## config.mk

```make
export PLATFORM = sky130hd
export DESIGN_NAME = rtca_serial_port
export DESIGN_NICKNAME = d
export VERILOG_FILES = /design/src/design/rtca_pkg.sv /design/src/design/rtca_pin_if.sv /design/src/design/rtca_pin_sync.sv /design/src/design/rtca_serial_port.sv
export VERILOG_INCLUDE_DIRS = /design/src /design/src/design
export SDC_FILE = /design/constraint.sdc
export NUM_CORES = 1
export LEC_CHECK = 0
export ABC_AREA = 0
export BUFFER_PORTS_ARGS = -buffer_cell sky130_fd_sc_hd__buf_2
export CAP_MARGIN = 20
export CORE_MARGIN = 1
export CORE_UTILIZATION = 50
export CTS_CLUSTER_DIAMETER = 50
export DETAILED_ROUTE_END_ITERATION = 10
export GPL_TIMING_DRIVEN = 0
export PLACE_DENSITY = 0.68
export SYNTH_ARGS = -nofsm -noshare
export SYNTH_HDL_FRONTEND = slang
export SYNTH_SLANG_ARGS = --single-unit
```

## constraint.sdc

```tcl
create_clock -name core_clk -period 8.45 [get_ports core_clk]
set_clock_uncertainty 0.1 [all_clocks]
set_input_delay 2.1125 -clock core_clk [delete_from_list [all_inputs] [get_ports core_clk]]
set_output_delay 2.1125 -clock core_clk [all_outputs]
set_load 0.005 [all_outputs]
```

## src/design/rtca_defines.svh

```systemverilog
// constants of the three-wire access port
`ifndef RTCA_DEFINES_SVH
`define RTCA_DEFINES_SVH
`define RTCA_MODE_WR 4'h3
`define RTCA_MODE_RD 4'hC
`define RTCA_FOS_ADDR 4'h0
`define RTCA_FOS_MASK 8'h80
`define RTCA_MEM_DEPTH 16
`define RTCA_SYNC_W 6
`define RTCA_IX_CEA 0
`define RTCA_IX_CEB 1
`define RTCA_IX_SCLK 2
`define RTCA_IX_DIN 3
`define RTCA_IX_OSC 4
`define RTCA_IX_DROP 5
`define RTCA_NIB_LAST 3'h3
`define RTCA_BIT_LAST 3'h7
`endif

```

## src/design/rtca_pkg.sv

```systemverilog
// types of the three-wire access port
package rtca_pkg;
  typedef enum logic [2:0] {
    ST_IDLE,
    ST_MODE,
    ST_ADDR,
    ST_WDATA,
    ST_RDATA,
    ST_IGNORE
  } rtca_state_e;
  typedef logic [7:0] rtca_byte_t;
endpackage

```

## src/design/rtca_pin_if.sv

```systemverilog
// filtered pin levels and shift-clock edges between the port modules
`timescale 1ns/1ns
`include "rtca_defines.svh"
interface rtca_pin_if;
  logic [`RTCA_SYNC_W-1:0] filt;
  logic sclk_rise;
  logic sclk_fall;
  modport sync (output filt, output sclk_rise, output sclk_fall);
  modport core (input filt, input sclk_rise, input sclk_fall);
endinterface // rtca_pin_if

```

## src/design/rtca_pin_sync.sv

```systemverilog
// three-stage pin synchroniser with agreement filter and clock edges
`timescale 1ns/1ns
`include "rtca_defines.svh"
module rtca_pin_sync
  import rtca_pkg::*;
(
  input wire logic core_clk, // core clock
  input wire logic reset, // async reset, high
  input wire logic [`RTCA_SYNC_W-1:0] raw, // pins from outside
  rtca_pin_if.sync pins // filtered levels and edges
);
  logic [`RTCA_SYNC_W-1:0] ff1;
  logic [`RTCA_SYNC_W-1:0] ff2;
  logic [`RTCA_SYNC_W-1:0] ff3;
  logic [`RTCA_SYNC_W-1:0] filt;
  logic sclk_prev;

  genvar i;
  generate
    for (i = 0; i < `RTCA_SYNC_W; i++)
    begin : g_bit
      always_ff @(posedge core_clk or posedge reset)
      begin
        if (reset)
        begin
          ff1[i] <= 1'b0;
          ff2[i] <= 1'b0;
          ff3[i] <= 1'b0;
          filt[i] <= 1'b0;
        end
        else
        begin
          ff1[i] <= raw[i];
          ff2[i] <= ff1[i];
          ff3[i] <= ff2[i];
          // change taken only once stages two and three agree
          if (ff2[i] == ff3[i])
            filt[i] <= ff3[i];
        end
      end
    end
  endgenerate

  always_ff @(posedge core_clk or posedge reset)
  begin
    if (reset)
      sclk_prev <= 1'b0;
    else
      sclk_prev <= filt[`RTCA_IX_SCLK];
  end

  assign pins.filt = filt;
  assign pins.sclk_rise = filt[`RTCA_IX_SCLK] & ~sclk_prev;
  assign pins.sclk_fall = ~filt[`RTCA_IX_SCLK] & sclk_prev;
endmodule // rtca_pin_sync

```

## src/design/rtca_serial_port.sv

```systemverilog
// serial access port of the clock module: frame decode and register file
`timescale 1ns/1ns
`include "rtca_defines.svh"
module rtca_serial_port
  import rtca_pkg::*;
(
  input wire logic core_clk, // core clock, 100 MHz
  input wire logic reset, // async reset, high
  input wire logic chip_enable_a, // first chip enable pin
  input wire logic chip_enable_b, // second chip enable pin
  input wire logic shift_clk, // host shift clock pin
  input wire logic data_in, // data pin, input side
  output logic data_out, // data pin, output side
  output logic data_oe, // data pin drive enable
  input wire logic osc_running, // crystal oscillator running
  input wire logic backup_drop, // supply dropped in backup
  output logic core_halt, // calendar functions halted
  output logic wr_strobe, // one-cycle register write pulse
  output logic [3:0] wr_addr, // written register address
  output logic [7:0] wr_data // written register value
);
  rtca_pin_if pins();

  rtca_pin_sync u_sync (
    .core_clk(core_clk),
    .reset(reset),
    .raw({backup_drop, osc_running, data_in, shift_clk,
          chip_enable_b, chip_enable_a}),
    .pins(pins.sync)
  );

  rtca_state_e state;
  logic [2:0] bit_cnt;
  rtca_byte_t shreg;
  logic [3:0] addr;
  logic is_read;
  rtca_byte_t rd_byte;
  logic fos;
  rtca_byte_t mem [`RTCA_MEM_DEPTH];

  wire sel = pins.filt[`RTCA_IX_CEA] & pins.filt[`RTCA_IX_CEB];
  wire din = pins.filt[`RTCA_IX_DIN];
  wire rise = pins.sclk_rise & sel;
  wire fall = pins.sclk_fall & sel;
  wire [7:0] next_shreg = {din, shreg[7:1]};
  wire [3:0] nibble = next_shreg[7:4];
  wire last_nib = bit_cnt == `RTCA_NIB_LAST;
  wire last_bit = bit_cnt == `RTCA_BIT_LAST;
  wire mode_wr = nibble == `RTCA_MODE_WR;
  wire mode_rd = nibble == `RTCA_MODE_RD;
  wire [3:0] next_addr = addr + 4'h1;
  wire byte_done_wr = rise && state == ST_WDATA && last_bit;
  wire byte_done_rd = rise && state == ST_RDATA && last_bit;
  wire [3:0] rd_ptr = (state == ST_ADDR) ? nibble : next_addr;
  wire [7:0] rd_raw = mem[rd_ptr];
  wire [7:0] rd_fetch = (rd_ptr == `RTCA_FOS_ADDR)
    ? ((rd_raw & ~`RTCA_FOS_MASK) | (fos ? `RTCA_FOS_MASK : 8'h00))
    : rd_raw;
  wire fos_clear = byte_done_wr && addr == `RTCA_FOS_ADDR &&
    (next_shreg & `RTCA_FOS_MASK) == 8'h00;
  wire fos_set = pins.filt[`RTCA_IX_DROP];

  // frame sequencer
  always_ff @(posedge core_clk or posedge reset)
  begin
    if (reset)
      state <= ST_IDLE;
    else if (!sel)
      state <= ST_IDLE;
    else
    begin
      unique case (state)
        ST_IDLE:
          state <= ST_MODE;
        ST_MODE:
          if (rise && last_nib)
            state <= (mode_wr || mode_rd) ? ST_ADDR : ST_IGNORE;
        ST_ADDR:
          if (rise && last_nib)
            state <= is_read ? ST_RDATA : ST_WDATA;
        ST_WDATA, ST_RDATA, ST_IGNORE:
          state <= state;
      endcase
    end
  end

  // bit counter, shifter, mode and address
  always_ff @(posedge core_clk or posedge reset)
  begin
    if (reset)
    begin
      bit_cnt <= 3'h0;
      shreg <= 8'h00;
      addr <= 4'h0;
      is_read <= 1'b0;
    end
    else if (state == ST_IDLE)
      bit_cnt <= 3'h0;
    else if (rise && state != ST_IGNORE)
    begin
      shreg <= next_shreg;
      bit_cnt <= (state inside {ST_MODE, ST_ADDR}) && last_nib
        ? 3'h0 : bit_cnt + 3'h1;
      if (state == ST_MODE && last_nib)
        is_read <= mode_rd;
      if (state == ST_ADDR && last_nib)
        addr <= nibble;
      else if (byte_done_wr || byte_done_rd)
        addr <= next_addr;
    end
  end

  // register file, one byte per completed write
  always_ff @(posedge core_clk or posedge reset)
  begin
    if (reset)
    begin
      for (int k = 0; k < `RTCA_MEM_DEPTH; k++)
        mem[k] <= 8'h00;
    end
    else if (byte_done_wr)
      mem[addr] <= next_shreg;
  end

  // oscillator-stop flag, hardware set wins over clear
  always_ff @(posedge core_clk or posedge reset)
  begin
    if (reset)
      fos <= 1'b1;
    else if (fos_set)
      fos <= 1'b1;
    else if (fos_clear)
      fos <= 1'b0;
  end

  // read shifter and data pin drive
  always_ff @(posedge core_clk or posedge reset)
  begin
    if (reset)
    begin
      rd_byte <= 8'h00;
      data_out <= 1'b0;
      data_oe <= 1'b0;
    end
    else
    begin
      if ((state == ST_ADDR && rise && last_nib) || byte_done_rd)
        rd_byte <= rd_fetch;
      if (!sel || state != ST_RDATA)
        data_oe <= 1'b0;
      else if (fall)
      begin
        data_out <= rd_byte[bit_cnt];
        data_oe <= 1'b1;
      end
    end
  end

  // outputs to the calendar core
  always_ff @(posedge core_clk or posedge reset)
  begin
    if (reset)
    begin
      core_halt <= 1'b1;
      wr_strobe <= 1'b0;
      wr_addr <= 4'h0;
      wr_data <= 8'h00;
    end
    else
    begin
      core_halt <= ~pins.filt[`RTCA_IX_OSC];
      wr_strobe <= byte_done_wr;
      if (byte_done_wr)
      begin
        wr_addr <= addr;
        wr_data <= next_shreg;
      end
    end
  end
endmodule // rtca_serial_port

```

==> run metrics <==
status=complete, no violations; initial core utilization=51.8%; DP HPWL=around 15000 microns; layout cell share with drive strength beyond 1=34.5%; worst min path class=flip-flop to flip-flop; Die ar.=18700 sq um; Die W=137 microns; power per cell area=183 nW/um^2; IO buf count=23; GPL Wtd Cong=0.900; final WL=21600 microns; die height=between 100 and 150 microns; final core occ=57.7%; startpoint types=flip-flop; Final min period=approximately 3.3 ns; global-route wire length before repair=33900 microns; VDD IR max=0.000146 V; CP max FO=10; clk sink count=195; vias per cell=5.98; number of global-route vias before repair=5907; critical path capture point type=flip-flop; # diodes=0; # fillers=about 1500; metal2 WL=10400 microns; Ports=24; maxcap violations=0; number of flops mapped to enable cells by yosys=0; Clock Tree Root=clkbuf_16; Async SR Flop Fraction=100%; DRT iter0 DRCs=465; fin crit share=38.9%; FMAX=0.304 GHz; TritonRoute pass-1 iters=5; DR WL/cell=22.2 microns; number of remaining DRC errors=0; clock buffer depth=2; largest net degree at the start of global routing=102; M1 wire length=approximately 9800 microns; area of placed instances=between 9000 and 10000 sq um; DR vias=5822; worst skew pair latency=0.44 ns; Final #Nets=748; post-CTS resize count=0; Synth Cell Area=9080 sq um; yosys warns=0; sequential fraction of the synthesis area=53.8%; gr usage total=roughly 25%; total power=1.85 mW; hold_buf cts=0; final setup fails=0; Fin. Hold Viols=0; H-tree levels=4; Post-CTS Setup Bufs=0; fin. max-slew vios=0; Tightest Pin Transition=0.891 ns; CTS tree=done; met3 wire length=906 microns; Num CTS Buffers=17; Worst Slack Setup Final=between 5 and 6 ns; ANT nets after route=0; Pleak=4.98 nW; final instance area=10100 sq um; DP Worst Slack=5.13 ns; Setup CP Type=flip-flop to flip-flop; RSZ-0062 raised after global routing=no; Slew headroom=40.2%; post-synth cell types=53; Post-Syn Nets=705; Cells after Synth=692; number of synthesized register bits=195; ys flop type=dfrtp_1; site row count=48; Setup TNS=0 ns; WP data required=8.71 ns; initial antenna violation count=0; register clock-pin slew on the reported worst setup and hold paths=0.08 ns; WP data arrival=roughly 3.6 ns; syn avg cell area=13.1 sq um; synth-to-layout area growth=11.5%; total gr overflow=0; core area=17500 sq um; highest routed metal layer=met4
==> logic make-up after synthesis <==
family	after synthesis	synth area share, %
buffers and inverters	52	2.63
and+or+nand+nor	140	7.84
xor gates and xnor gates	4	0.386
muxes	217	28.2
AOI/OAI and AO/OA	73	5.84
DFF	195	53.8
adders and majority gates	11	1.35
==> per-layer routing <==
layer,vias up,track usage [%]
li1,2595,-
met1,3050,33.5
met2,146,39.7
met3,31,6.00
met4,0,7.47
met5,-,0
==> report_power, final <==
part / internal [mW] / switching, mW
Combinational: 0.0166 / 0.0581
Sequential: 0.944 / 0.00943
Clock: 0.425 / 0.401
Total: 1.39 / 0.468
==> cells in the final DEF (no fill, tap or decap), drive strengths merged, types with 9 or more instances in the layout <==
cell type  netlist  final
nor3             9      9
o21ai           10     10
a21oi           13     13
mux4            15     15
inv              9     14
dfrtp          193    193
nor2            34     34
nand2b           9      9
clkinv           0      9
clkbuf          23     40
buf             20     44
mux2           154    154
a32oi           11     11
nand3           13     13
mux2i           48     48
nand2           56     56
==> per-stage QoR <==
| step | hold slack [ns] | cells |
|---|---|---|
| final | 0.252 | 973 |
| after global routing | 0.256 | 973 |
| after CTS | 0.253 | 973 |
| after detailed placement | 0.235 | 941 |
| after global placement | 0.232 | 940 |
| after floorplan | 0.231 | 692 |
==> worst paths after layout <==
| path | startpoint | end | slack (ns) | cells past startpoint |
|---|---|---|---|---|
| setup reg to reg | addr[1]$_DFFE_PP0P_ | rd_byte[0]$_DFFE_PP0P_ | 5.16 | 10 |
| hold / removal | u_sync.ff1[2]$_DFF_PP0_ | u_sync.ff2[2]$_DFF_PP0_ | 0.25 | 0 |
| min in group asynchronous | reset | mem[28]$_DFFE_PP0P_ | 1.68 | 2 |
| max in group asynchronous | reset | fos$_DFFE_PP1P_ | 5.64 | 3 |
| hold reg to reg | u_sync.ff1[2]$_DFF_PP0_ | u_sync.ff2[2]$_DFF_PP0_ | 0.25 | 0 |
| setup / recovery | addr[1]$_DFFE_PP0P_ | rd_byte[0]$_DFFE_PP0P_ | 5.16 | 10 |
==> synthesized netlist by cell type, types with 10 or more instances <==
cell type / instances / share of area (%)
nor2_2: 12 / 0.83
nand3_1: 13 / 0.72
clkbuf_1: 23 / 0.95
a21oi_1: 12 / 0.66
mux4_2: 15 / 3.7
nor2_1: 22 / 0.91
nand2_1: 56 / 2.3
a32oi_1: 11 / 1.1
buf_1: 10 / 0.41
mux2_2: 153 / 19
dfrtp_1: 193 / 53
mux2i_1: 48 / 5.3
==> worst max-delay path: stages (launching register included) <==
cell      delay [ns]
dfrtp_1         0.50
inv_1           0.11
ha_1            0.29
clkbuf_1        0.43
a21o_1          0.26
buf_6           0.20
clkbuf_1        0.53
nand2_1         0.14
a32oi_1         0.32
a32oi_1         0.15
o211ai_1        0.19
==> flip-flops by register name (all words and copies together), names as in the netlist <==
| register | count |
|---|---|
| addr | 4 |
| bit_cnt | 3 |
| core_halt | 1 |
| data_oe | 1 |
| data_out | 1 |
| fos | 1 |
| is_read | 1 |
| mem | 127 |
| rd_byte | 8 |
| shreg | 7 |
| state | 3 |
| u_sync.ff1 | 6 |
| u_sync.ff2 | 6 |
| u_sync.ff3 | 6 |
| u_sync.pins.filt | 6 |
| u_sync.sclk_prev | 1 |
| wr_addr | 4 |
| wr_data | 8 |
| wr_strobe | 1 |
==> cell type report <==
cell class / instances / area (sq um) / area share [%]
timing repair buffer: 24 / 143 / 1.41
buffer: 43 / 205 / 2.03
sequential: 195 / 4880 / 48.2
clock inverter: 15 / 186 / 1.84
clock buffer: 17 / 425 / 4.20
inverter: 9 / 41.3 / 0.408
multi-input combinational: 445 / 3960 / 39.1
tap: 225 / 282 / 2.78
(Power assumes the default switching activity.)
